==> src/design/timer_pkg.sv <==
// Shared constants and types for the sixteen-bit timer/counter
package timer_pkg;

   // ------------------------------------------------------------------
   // Bus widths
   // ------------------------------------------------------------------
   localparam int ADDR_W = 12;
   localparam int DATA_W = 32;

   // ------------------------------------------------------------------
   // Register indices (byte address is four times the index)
   // ------------------------------------------------------------------
   localparam logic [9:0] IDX_FLAGS   = 10'h00c;
   localparam logic [9:0] IDX_CNT_LO  = 10'h00e;
   localparam logic [9:0] IDX_CNT_HI  = 10'h00f;
   localparam logic [9:0] IDX_CTRL    = 10'h010;
   localparam logic [9:0] IDX_ENABLES = 10'h08c;

   // ------------------------------------------------------------------
   // Field positions
   // ------------------------------------------------------------------
   localparam int CTRL_ON_BIT     = 0;
   localparam int CTRL_CS_BIT     = 1;
   localparam int CTRL_SYNC_N_BIT = 2;
   localparam int CTRL_OSC_EN_BIT = 3;
   localparam int CTRL_PS_LO_BIT  = 4;
   localparam int CTRL_PS_HI_BIT  = 5;
   localparam int ROLLOVER_BIT    = 0;

   // ------------------------------------------------------------------
   // Reset values and masks
   // ------------------------------------------------------------------
   localparam logic [7:0]  CTRL_RESET  = 8'h00;
   localparam logic [7:0]  CTRL_MASK   = 8'h3f;
   localparam logic [15:0] COUNT_RESET = 16'h0000;
   localparam logic [15:0] COUNT_MAX   = 16'hffff;

   // ------------------------------------------------------------------
   // Timing counts
   // ------------------------------------------------------------------
   localparam int         FOSC_DIV        = 4;
   localparam logic [1:0] FOSC_LAST       = 2'(FOSC_DIV - 1);
   localparam int         PRESCALE_STAGES = 3;

   // ------------------------------------------------------------------
   // Bus slave states
   // ------------------------------------------------------------------
   typedef enum logic [1:0] {
      APB_IDLE = 2'b01,
      APB_ACK  = 2'b10
   } apb_state_type;

endpackage : timer_pkg

==> src/design/prescale_if.sv <==
// Link between the counter core and its ripple prescaler
`timescale 1ns/100ps
interface prescale_if;
   logic       tick_in;                 // Rising edge of the selected count input
   logic       clear;                   // Hold all stages at zero
   logic [1:0] ratio_sel;               // 0..3 selects divide by 1, 2, 4, 8
   logic       tick_out;                // Divided tick

   modport core (input tick_in, input clear, input ratio_sel, output tick_out);
   modport user (output tick_in, output clear, output ratio_sel, input tick_out);
endinterface : prescale_if

==> src/design/ripple_prescaler.sv <==
// Ripple-style prescaler: each stage toggles when the one below falls
`timescale 1ns/100ps
module ripple_prescaler #(
   parameter int STAGES = timer_pkg::PRESCALE_STAGES
) (
   // Clock and reset
   input wire logic   pclk,
   input wire logic   presetn,
   // Link to the counter core
   prescale_if.core   ps
);
   import timer_pkg::*;

   logic [STAGES-1:0] stage_q;
   logic [STAGES:0]   carry;

   // Carry chain: a stage passes on the tick when it falls from one to zero
   assign carry[0] = ps.tick_in;

   genvar i;
   generate
      for (i = 0; i < STAGES; i++) begin : g_stage
         assign carry[i+1] = carry[i] & stage_q[i];
         // One toggle stage of the ripple chain
         always_ff @(posedge pclk or negedge presetn) begin
            if (!presetn) begin
               stage_q[i] <= 1'b0;
            end else if (ps.clear) begin
               stage_q[i] <= 1'b0;
            end else if (carry[i]) begin
               stage_q[i] <= ~stage_q[i];
            end
         end
      end
   endgenerate

   // Pick the tap for the requested ratio
   assign ps.tick_out = carry[ps.ratio_sel] & ~ps.clear;

endmodule : ripple_prescaler

==> src/design/sixteen_bit_timer_counter.sv <==
// Sixteen-bit timer/counter with prescaler, rollover interrupt and APB slave
//
// Notes on behaviour
// [RQ1] Clock-source bit clear: count the internal clock, oscillator over four.
// [RQ2] In timer mode the sync control bit has no effect.
// [RQ3] External counting increments on rising edges of the source.
// [RQ4] After enable in counter mode, wait for a falling edge first.
// [RQ5] Clock-source bit set: count oscillator pin or external pin per enable bit.
// [RQ6] Sync bit clear: resynchronise after the prescaler.
// [RQ7] Prescaler is a ripple chain driven by the selected count input.
// [RQ8] Synchronised counter mode in sleep: counter holds, prescaler keeps going.
// [RQ9] Control layout: ps 5:4, osc 3, sync 2, source 1, on 0; 7:6 zero.
// [RQ10] Control clears on power-on reset only.
// [RQ11] Count readable and writable as low byte and high byte.
// [RQ12] Rollover flag at bit 0 of flags, enable at bit 0 of enables.
// [RQ13] Rollover from all ones to zero sets a sticky flag.
// [RQ14] Prescale field divides by 1, 2, 4, 8; counter-on clear stops counting.
//
// Design decision made here: the APB register port.
`timescale 1ns/100ps
module sixteen_bit_timer_counter (
   // Clock and reset
   input  wire logic                           pclk,
   input  wire logic                           presetn,
   // APB slave
   input  wire logic                           psel,
   input  wire logic                           penable,
   input  wire logic                           pwrite,
   input  wire logic [timer_pkg::ADDR_W-1:0]   paddr,
   input  wire logic [timer_pkg::DATA_W-1:0]   pwdata,
   output logic      [timer_pkg::DATA_W-1:0]   prdata,
   output logic                                pready,
   output logic                                pslverr,
   // Count inputs and power state
   input  wire logic                           ext_count_pin,
   input  wire logic                           osc_input_pin,
   input  wire logic                           sleep_mode,
   // Interrupt
   output logic                                irq
);
   import timer_pkg::*;

   // ------------------------------------------------------------------
   // Declarations
   // ------------------------------------------------------------------
   apb_state_type        apb_state_q;
   logic [DATA_W-1:0]    prdata_q;
   logic                 pslverr_q;
   logic                 irq_q;
   logic [7:0]           ctrl_q;
   logic [15:0]          count_q;
   logic                 flag_q;
   logic                 enable_q;
   logic [1:0]           fosc_div_q;
   logic                 sel_prev_q;
   logic                 armed_q;
   logic                 sync_tick_q;
   logic                 counter_on;
   logic                 clock_source_select;
   logic                 sync_disable_n;
   logic                 osc_input_enable;
   logic [1:0]           prescale_sel;
   logic                 fosc_tick;
   logic                 sel_pin;
   logic                 pin_rise;
   logic                 pin_fall;
   logic                 inc;
   logic                 rollover;
   logic                 access;
   logic                 wr_en;
   logic [9:0]           idx;
   logic                 mapped;
   logic [7:0]           rd_byte;

   prescale_if ps_link ();

   // ------------------------------------------------------------------
   // Control fields
   // ------------------------------------------------------------------
   assign counter_on          = ctrl_q[CTRL_ON_BIT];
   assign clock_source_select = ctrl_q[CTRL_CS_BIT];
   assign sync_disable_n      = ctrl_q[CTRL_SYNC_N_BIT];
   assign osc_input_enable    = ctrl_q[CTRL_OSC_EN_BIT];
   assign prescale_sel        = {ctrl_q[CTRL_PS_HI_BIT], ctrl_q[CTRL_PS_LO_BIT]};

   // ------------------------------------------------------------------
   // APB slave: one wait state, answer registered
   // ------------------------------------------------------------------
   assign idx    = paddr[11:2];
   assign access = psel & penable & (apb_state_q == APB_IDLE);
   assign wr_en  = psel & penable & pready & pwrite & mapped;
   assign mapped = (idx == IDX_FLAGS) | (idx == IDX_CNT_LO) | (idx == IDX_CNT_HI)
                 | (idx == IDX_CTRL) | (idx == IDX_ENABLES);

   // Read multiplexer; unused bits read as zero
   always_comb begin
      rd_byte = 8'h00;
      case (idx)
         IDX_FLAGS:   rd_byte = {7'h00, flag_q};             // RQ12
         IDX_ENABLES: rd_byte = {7'h00, enable_q};           // RQ12
         IDX_CNT_LO:  rd_byte = count_q[7:0];                // RQ11
         IDX_CNT_HI:  rd_byte = count_q[15:8];               // RQ11
         IDX_CTRL:    rd_byte = ctrl_q & CTRL_MASK;          // RQ9
         default:     rd_byte = 8'h00;
      endcase
   end

   // Handshake state and registered answer
   always_ff @(posedge pclk or negedge presetn) begin
      if (!presetn) begin
         apb_state_q <= APB_IDLE;
         pready      <= 1'b0;
         prdata_q    <= '0;
         pslverr_q   <= 1'b0;
      end else begin
         case (apb_state_q)
            APB_IDLE: begin
               pready    <= 1'b0;
               pslverr_q <= 1'b0;
               if (access) begin
                  apb_state_q <= APB_ACK;
                  pready      <= 1'b1;
                  pslverr_q   <= ~mapped;
                  prdata_q    <= pwrite ? '0 : {24'h000000, rd_byte};
               end
            end
            APB_ACK: begin
               apb_state_q <= APB_IDLE;
               pready      <= 1'b0;
               pslverr_q   <= 1'b0;
            end
            default: begin
               apb_state_q <= APB_IDLE;
               pready      <= 1'b0;
            end
         endcase
      end
   end
   assign prdata  = prdata_q;
   assign pslverr = pslverr_q;

   // ------------------------------------------------------------------
   // Software-written registers
   // ------------------------------------------------------------------
   // Control register, cleared only by the power-on reset
   always_ff @(posedge pclk or negedge presetn) begin
      if (!presetn) begin
         ctrl_q <= CTRL_RESET;                                 // RQ10
      end else if (wr_en && idx == IDX_CTRL) begin
         ctrl_q <= pwdata[7:0] & CTRL_MASK;                    // RQ9
      end
   end

   // Rollover interrupt enable
   always_ff @(posedge pclk or negedge presetn) begin
      if (!presetn) begin
         enable_q <= 1'b0;
      end else if (wr_en && idx == IDX_ENABLES) begin
         enable_q <= pwdata[ROLLOVER_BIT];                     // RQ12
      end
   end

   // ------------------------------------------------------------------
   // Count sources
   // ------------------------------------------------------------------
   // Internal clock divider: one tick every four system clocks
   always_ff @(posedge pclk or negedge presetn) begin
      if (!presetn) begin
         fosc_div_q <= 2'b00;
      end else begin
         fosc_div_q <= (fosc_div_q == FOSC_LAST) ? 2'b00 : fosc_div_q + 2'b01;
      end
   end
   assign fosc_tick = (fosc_div_q == FOSC_LAST);               // RQ1

   // Selected external input and its edges
   assign sel_pin  = osc_input_enable ? osc_input_pin : ext_count_pin;  // RQ5
   assign pin_rise = sel_pin & ~sel_prev_q;                    // RQ3
   assign pin_fall = ~sel_pin & sel_prev_q;

   always_ff @(posedge pclk or negedge presetn) begin
      if (!presetn) begin
         sel_prev_q <= 1'b0;
      end else begin
         sel_prev_q <= sel_pin;
      end
   end

   // Arm only after a falling edge once enabled in counter mode
   always_ff @(posedge pclk or negedge presetn) begin
      if (!presetn) begin
         armed_q <= 1'b0;
      end else if (!(counter_on && clock_source_select)) begin
         armed_q <= 1'b0;                                      // RQ4
      end else if (pin_fall) begin
         armed_q <= 1'b1;                                      // RQ4
      end
   end

   // ------------------------------------------------------------------
   // Prescaler
   // ------------------------------------------------------------------
   assign ps_link.tick_in   = clock_source_select ? (pin_rise & armed_q)  // RQ7
                                                  : fosc_tick;            // RQ1
   assign ps_link.clear     = ~counter_on;                     // RQ14
   assign ps_link.ratio_sel = prescale_sel;                    // RQ14

   ripple_prescaler #(
      .STAGES (PRESCALE_STAGES)
   ) u_prescaler (
      .pclk    (pclk),
      .presetn (presetn),
      .ps      (ps_link.core)
   );

   // Synchroniser stage behind the prescaler
   always_ff @(posedge pclk or negedge presetn) begin
      if (!presetn) begin
         sync_tick_q <= 1'b0;
      end else begin
         sync_tick_q <= ps_link.tick_out;                      // RQ6
      end
   end

   // Increment: timer mode ignores sync; sync path is off in sleep
   always_comb begin
      if (!counter_on) begin
         inc = 1'b0;                                           // RQ14
      end else if (!clock_source_select) begin
         inc = ps_link.tick_out;                               // RQ2
      end else if (sync_disable_n) begin
         inc = ps_link.tick_out;
      end else begin
         inc = sync_tick_q & ~sleep_mode;                      // RQ8
      end
   end

   // ------------------------------------------------------------------
   // Count and rollover flag
   // ------------------------------------------------------------------
   assign rollover = inc & (count_q == COUNT_MAX);             // RQ13

   // Count: a byte write wins over an increment in the same cycle
   always_ff @(posedge pclk or negedge presetn) begin
      if (!presetn) begin
         count_q <= COUNT_RESET;
      end else if (wr_en && idx == IDX_CNT_LO) begin
         count_q[7:0] <= pwdata[7:0];                          // RQ11
      end else if (wr_en && idx == IDX_CNT_HI) begin
         count_q[15:8] <= pwdata[7:0];                         // RQ11
      end else if (inc) begin
         count_q <= count_q + 16'h0001;
      end
   end

   // Sticky flag: write one to clear, a new rollover wins over the clear
   always_ff @(posedge pclk or negedge presetn) begin
      if (!presetn) begin
         flag_q <= 1'b0;
      end else if (rollover) begin
         flag_q <= 1'b1;                                       // RQ13
      end else if (wr_en && idx == IDX_FLAGS && pwdata[ROLLOVER_BIT]) begin
         flag_q <= 1'b0;
      end
   end

   // Level interrupt while an enabled flag is set
   always_ff @(posedge pclk or negedge presetn) begin
      if (!presetn) begin
         irq_q <= 1'b0;
      end else begin
         irq_q <= flag_q & enable_q;                           // RQ12
      end
   end
   assign irq = irq_q;
endmodule : sixteen_bit_timer_counter

==> config.mk <==
export PLATFORM = sky130hd
export DESIGN_NAME = sixteen_bit_timer_counter
export DESIGN_NICKNAME = d
export VERILOG_FILES = /design/src/design/timer_pkg.sv /design/src/design/prescale_if.sv /design/src/design/ripple_prescaler.sv /design/src/design/sixteen_bit_timer_counter.sv
export SDC_FILE = /design/constraint.sdc
export NUM_CORES = 1
export LEC_CHECK = 0
export BUFFER_PORTS_ARGS = -buffer_cell sky130_fd_sc_hd__buf_2
export CORE_MARGIN = 3
export CORE_UTILIZATION = 55
export CTS_CLUSTER_SIZE = 8
export DETAILED_ROUTE_END_ITERATION = 8
export GPL_ROUTABILITY_DRIVEN = 0
export PLACE_DENSITY = 0.86
export SETUP_SLACK_MARGIN = 0.4
export SLEW_MARGIN = 20
export SYNTH_ARGS = -nofsm -noshare
export SYNTH_HDL_FRONTEND = slang
export SYNTH_SLANG_ARGS = --single-unit
export TNS_END_PERCENT = 50
==> constraint.sdc <==
create_clock -name pclk -period 3.31 [get_ports pclk]
set_input_delay 0.331 -clock pclk [delete_from_list [all_inputs] [get_ports pclk]]
set_output_delay 0.331 -clock pclk [all_outputs]
set_load 0.03 [all_outputs]
Yosys cells after proc, flatten, opt, wreduce, memory -nomap -nowiden. Cells that the tools add are included.

Register bits after elaboration: 69. Bits of input ports: 52.

Add/subtract/negate cells: 2. Order comparisons: 1. Equal/unequal tests: 15. Mux-type cells: 30. Bitwise logic cells: 27. Reduce and logical (&&, ||, !) cells: 14.

Operators by type and width (number): case mux 8 bit (5 select lines) (1); 2-to-1 mux 8 bit (4); == test 10 x 4 -> 1 bit, second input constant (3); 2-to-1 mux 1 bit (19); adder 16 x 1 -> 16 bit, second input constant (1); == test 16 bit, second input constant (1); 2-to-1 mux 16 bit (1); bitwise AND 1 bit (15); == test 10 x 5 -> 1 bit, second input constant (1); == test 10 x 8 -> 1 bit, second input constant (1); NOT 1 bit (8); nonzero test 2 bit (4); logical AND 1 bit (7); 2-to-1 mux 2 bit (3); != test 2 x 1 -> 1 bit, second input constant (3); != test 2 bit, second input constant (3); AND reduction 2 bit (3); == test 2 bit, second input constant (2); bitwise OR 1 bit (4); < comparator 2 x 3 -> 1 bit, second input constant (1); adder 2 x 1 -> 2 bit, second input constant (1); binary-select mux 1 bit (select 2 bit) (1); == test 2 x 1 -> 1 bit, second input constant (1); case mux 1 bit (2 select lines) (1).

Logic depth before layout (Yosys ltp).
Depth in word-level cells: 16. Gate-level depth with buffers: 8. Mapped depth without buffers: 7.

Cells and area by module. A second synthesis with hierarchy kept.

Cell total of the unflattened synthesis: 271. Area total of the unflattened synthesis: 2631.3 sq um.

By module, submodules not included: sixteen_bit_timer_counter (instances 1, cells an instance 255, area each 2476.1 sq um); ripple_prescaler (instances 1, cells an instance 16, area each 155.1 sq um).

Least setup slack after synthesis. No wires, ideal clock.

Path kind: reg-to-reg. From: register ctrl_q[3]. To: register count_q[13]. Arrival: 2.149 ns. Data required time: 3.241 ns. Setup slack: 1.092 ns. Stages on the path, launching flop included: 7. Cells stage by stage: dfrtp_1 mux2i_1 or4b_4 a221oi_4 o21ai_4 or4_1 nand3_1.

Word-level cells in the longest chain between the ends: 15.

Ends and longest elaborated chain: start: declaration (line sixteen_bit_timer_counter.sv:50) `logic [7:0] ctrl_q;`; start signal: assignment (line sixteen_bit_timer_counter.sv:150) `ctrl_q <= pwdata[7:0] & CTRL_MASK;`; 2-to-1 mux 1 bit * (line sixteen_bit_timer_counter.sv:177) `assign sel_pin = osc_input_enable ? osc_input_pin : ext_count_pin;`; bitwise AND 1 bit * (line sixteen_bit_timer_counter.sv:178) `assign pin_rise = sel_pin & ~sel_prev_q;`; bitwise AND 1 bit * (line sixteen_bit_timer_counter.sv:203) `assign ps_link.tick_in = clock_source_select ? (pin_rise & armed_q)`; 2-to-1 mux 1 bit * (line sixteen_bit_timer_counter.sv:203); bitwise AND 1 bit (3 in a row) (line ripple_prescaler.sv:23) `assign carry[i+1] = carry[i] & stage_q[i];`; binary-select mux 1 bit (select 2 bit) * (line ripple_prescaler.sv:38) `assign ps.tick_out = carry[ps.ratio_sel] & ~ps.clear;`; 2-to-1 mux 1 bit (implied by the code) * (line ripple_prescaler.sv:38); bitwise AND 1 bit * (line ripple_prescaler.sv:38); 2-to-1 mux 1 bit (line sixteen_bit_timer_counter.sv:231) `end else if (sync_disable_n) begin`; 2-to-1 mux 1 bit * (line sixteen_bit_timer_counter.sv:229) `end else if (!clock_source_select) begin`; 2-to-1 mux 1 bit * (line sixteen_bit_timer_counter.sv:227) `if (!counter_on) begin`; nonzero test 2 bit (no line) *; AND reduction 2 bit (no line) *; end signal: assignment (line sixteen_bit_timer_counter.sv:250) `count_q[15:8] <= pwdata[7:0];`; end signal: assignment (line sixteen_bit_timer_counter.sv:252) `count_q <= count_q + 16'h0001;`; end: declaration (line sixteen_bit_timer_counter.sv:51) `logic [15:0] count_q;`.

Every way passes the cells marked *; elsewhere a longest branch is shown, timed or not. The select of a mux whose other input is x is not followed. A chain may end at the register's enable or synchronous reset.

Final worst setup path.
From: register ctrl_q[3]. To: register count_q[10].

The elaborated chain is that of the path after synthesis.

==> metrics.log <==
INFO  metric startpoint_type = register
INFO  metric routed-via-count = 2281
INFO  metric crit-reg2reg-capture = count_q[10]
INFO  metric clock-skew-final = 4.628 ps
INFO  metric cts_tree = done
INFO  metric die_y = 75.84 um
INFO  metric ff2ff_path_depth = 6
INFO  metric gr-total-overflow = 0
INFO  metric rsz0062_at_grt = false
INFO  metric number_of_instances_resized_during_post_cts_repair = 0
INFO  metric router_iterations_before_antenna_repair = 5
INFO  metric avgSynthCellArea = 9.446 sq um
INFO  metric clk_pin_slew = 80 ps
INFO  metric synth_enable_flop_cells = 0
INFO  metric type_of_destination_of_the_critical_path = register
INFO  metric portBuffers = 36
INFO  metric route.detailed.drc = 0
INFO  metric final_cell_count_no_fill = 386
INFO  metric worst_pin_slew = 756.8 ps
INFO  metric post-synth-top-area-fraction = 41.04%
INFO  metric slew-limit-headroom = 48.84%
INFO  metric grt_first_pass_wirelength = 9729 um
INFO  metric yosys_most_used_dff = sky130_fd_sc_hd__dfrtp_1
INFO  metric flow.area_growth_from_synthesis = 9.328%
INFO  metric ctsHtreeMaxLevel = 2
INFO  metric drv.max_cap_violation_count = 0
INFO  metric setup.worst_path.start = ctrl_q[3]
INFO  metric outcome = completed
INFO  metric setup_viol = 0
INFO  metric criticalPathCategory = register to register
INFO  metric post-synth-top-area-cell = sky130_fd_sc_hd__dfrtp_1
INFO  metric wl_per_cell = 15.79 um
INFO  metric cts.repair_timing.setup_buffer_count = 0
INFO  metric core_region_area = 0.004534 sq mm
INFO  metric detailedPlacementHpwl = 4560 um
INFO  metric placedCellCount = 378
INFO  metric global_route.usage.total = 22.43%
INFO  metric holdBufCountCts = 0
INFO  metric drtAntennaViolNets = 0
INFO  metric share_of_layout_cells_above_drive_strength_1 = 21.81%
INFO  metric floorplan.initialDensity = 59.16%
INFO  metric top_level_ports = 87
INFO  metric pleak = 0.001313 uW
INFO  metric path_buf_inv = 0
INFO  metric critical-path-top-delay-family = simple AND/OR/NAND/NOR gates
INFO  metric p_per_area = 371.8 mW/mm^2
INFO  metric cp.required = 3550 ps
INFO  metric slew_viol_final = 0
INFO  metric crit_chain = mux2i_1 -> or4b_4 -> a221oi_4 -> o211ai_1 -> or3_1 -> nand3_1
INFO  metric post_layout_net_count = 376
INFO  metric clock_tree.buffer_depth = 2
INFO  metric ys_types = 58
INFO  metric fin_crit_sh = 75.44%
INFO  metric route.detailed.vias_per_inst = 5.909
INFO  metric clk-insertion-delay-late = 300 ps
INFO  metric async_reset_ff_share = 100.0%
INFO  metric chipWidth = 75.84 um
INFO  metric drt_wl_total = 6095 um
INFO  metric total_power = 1090 uW
INFO  metric ys_top_cells_by_area = sky130_fd_sc_hd__dfrtp_1, sky130_fd_sc_hd__buf_4, sky130_fd_sc_hd__nand2_1
INFO  metric timing.final.crit_period = 2497 ps
INFO  metric ys_seq_elements = 45
INFO  metric worstHoldPathType = input port to asynchronous set/reset pin
INFO  metric antenna_found_initial = 0
INFO  metric max_clock_freq = 400.5 MHz
INFO  metric finalSetupTns = 0 ps
INFO  metric insertedDiodeCount = 0
INFO  metric critPathMaxStageDelay = 550 ps
INFO  metric num_rows = 24
INFO  metric num_cts_buffers = 5
INFO  metric cts.sink_count = 45
INFO  metric synth.cell_area = 0.002683 sq mm
INFO  metric critical_path_arrival = 2740 ps
INFO  metric ctsRootBufferMaster = sky130_fd_sc_hd__clkbuf_8
INFO  metric slowest_stage = sky130_fd_sc_hd__or4b_4
INFO  metric place_area = 0.002834 sq mm
INFO  metric dieArea = 0.005752 sq mm
INFO  metric hold_viol = 0
INFO  metric first_global_vias = 2087
INFO  metric postLayoutCellArea = 0.002933 sq mm
INFO  metric crit-reg2reg-launch = ctrl_q[3]
INFO  metric synth_seq_area_share = 42.02%
INFO  metric postLayoutCoreUtil = 64.68%
INFO  metric ff2ff_setup_slack = 810 ps
INFO  metric yosys_warnings = 0
INFO  metric ir_worst_vdd = 172.7 uV
INFO  metric maximum_number_of_pins_on_one_net_before_global_route_repair = 46
INFO  metric detail_route.iter0.violations = 255
INFO  metric crit_fanout = 9
INFO  metric postSynthCellCount = 284
## synthesized netlist by cell type, types with 2 or more instances
| cell | n |
|---|---|
| sky130_fd_sc_hd__dfrtp_1 | 44 |
| sky130_fd_sc_hd__nand2_1 | 34 |
| sky130_fd_sc_hd__buf_4 | 24 |
| sky130_fd_sc_hd__nor2_1 | 20 |
| sky130_fd_sc_hd__o21ai_0 | 19 |
| sky130_fd_sc_hd__a21oi_1 | 15 |
| sky130_fd_sc_hd__nand3_1 | 13 |
| sky130_fd_sc_hd__mux2i_1 | 12 |
| sky130_fd_sc_hd__and2_1 | 8 |
| sky130_fd_sc_hd__mux2_2 | 8 |
| sky130_fd_sc_hd__inv_1 | 7 |
| sky130_fd_sc_hd__clkbuf_1 | 5 |
| sky130_fd_sc_hd__ha_1 | 4 |
| sky130_fd_sc_hd__o211ai_1 | 4 |
| sky130_fd_sc_hd__a22oi_1 | 3 |
| sky130_fd_sc_hd__nand4_1 | 3 |
| sky130_fd_sc_hd__nor3_1 | 3 |
| sky130_fd_sc_hd__o221a_2 | 3 |
| sky130_fd_sc_hd__o22ai_1 | 3 |
| sky130_fd_sc_hd__or4_1 | 3 |
| sky130_fd_sc_hd__xnor2_1 | 3 |
| sky130_fd_sc_hd__a211oi_1 | 2 |
| sky130_fd_sc_hd__a22o_1 | 2 |
| sky130_fd_sc_hd__and3_1 | 2 |
| sky130_fd_sc_hd__buf_1 | 2 |
| sky130_fd_sc_hd__nand2b_1 | 2 |
| sky130_fd_sc_hd__nor2b_1 | 2 |
| sky130_fd_sc_hd__nor4_2 | 2 |
| sky130_fd_sc_hd__o31ai_1 | 2 |
| sky130_fd_sc_hd__xor2_1 | 2 |
## flip-flops by register name, summed over array words and instances, names as in the netlist
signal and count:
ctrl_q 6, enable_q 1, apb_state_q 2, irq 1, flag_q 1, prdata 8, pslverr 1, pready 1
armed_q 1, fosc_div_q 2, sync_tick_q 1, count_q 16, u_prescaler.stage_q 3, sel_prev_q 1
## kinds of logic after synthesis
| family | count (synthesis) | synth area share, % |
|---|---|---|
| other | 1 | 0.1398 |
| and+or+nand+nor | 102 | 19.78 |
| DFF | 45 | 42.02 |
| AOI/OAI and AO/OA | 68 | 17.86 |
| muxes | 20 | 7.836 |
| xor gates and xnor gates | 5 | 1.633 |
| adders and majority gates | 4 | 1.866 |
| buffers and inverters | 39 | 8.862 |
## final cells by class
| cell class | count | area [sq um] |
|---|---|---|
| Sequential cell | 45 | 1127 |
| Clock inverter | 2 | 13.76 |
| Fill cell | 366 | 1602 |
| Multi-Input combinational cell | 223 | 1404 |
| Clock buffer | 6 | 82.58 |
| Timing Repair Buffer | 38 | 197.7 |
| Inverter | 7 | 26.28 |
| Tap cell | 65 | 81.33 |
## per-layer routing
metal	global-route usage, %	vias up	share of wire [%]
li1	-	1050	-
met1	29.87	1077	42
met2	35.27	135	47
met3	5.937	19	9.6
met4	7.961	0	2.1
met5	0	-	0
## placed cells by master, fill, tap and decap left out, types with 3 or more instances in the layout
master and n:
sky130_fd_sc_hd__o21ai_0 19, sky130_fd_sc_hd__conb_1 24, sky130_fd_sc_hd__nand2_1 34, sky130_fd_sc_hd__xnor2_1 3
sky130_fd_sc_hd__a21oi_1 15, sky130_fd_sc_hd__a22oi_1 3, sky130_fd_sc_hd__inv_1 7, sky130_fd_sc_hd__o22ai_1 3
sky130_fd_sc_hd__and2_1 8, sky130_fd_sc_hd__buf_4 3, sky130_fd_sc_hd__clkbuf_8 6, sky130_fd_sc_hd__o221a_2 3
sky130_fd_sc_hd__buf_2 35, sky130_fd_sc_hd__nand3_1 13, sky130_fd_sc_hd__ha_1 4, sky130_fd_sc_hd__mux2i_1 12
sky130_fd_sc_hd__o211ai_1 4, sky130_fd_sc_hd__mux2_2 8, sky130_fd_sc_hd__nand4_1 3, sky130_fd_sc_hd__or4_1 3
sky130_fd_sc_hd__nor2_1 20, sky130_fd_sc_hd__nor3_1 3, sky130_fd_sc_hd__dfrtp_1 44
## report_power, final
part / internal (uW) / switching (uW) / total (uW)
sequential: 569 / 10.5 / 579
clock: 169 / 190 / 360
combinational: 41.0 / 110 / 151
## worst reg2reg max path, delay by kind of cell, from the launching register on
family	cells	cell delay, ps
multiplexers	1	180
AO/OA/AOI/OAI	2	800
AND/OR/NAND/NOR	3	1020
flip-flops	1	430
## metrics by stage
stage | hold slack, ps | setup WS [ps]
floorplan | 35.41 | 1092
global placement | 419.7 | 854.7
detailed placement | 426.3 | 849.0
CTS | 230.6 | 862.9
global route | 50.68 | 707.5
finish | 11.22 | 812.9
## how the worst max path moves through the flow
stage / to / slack [ps] / cells after the start
after CTS: count_q[15] / 860 / 6
after floorplan: count_q[13] / 1090 / 6
after global placement: ctrl_q[4] / 850 / 5
after detailed placement: ctrl_q[2] / 850 / 5
final: count_q[10] / 810 / 6
after global routing: count_q[12] / 710 / 6
Note: power is estimated with default switching activity, not from simulation.
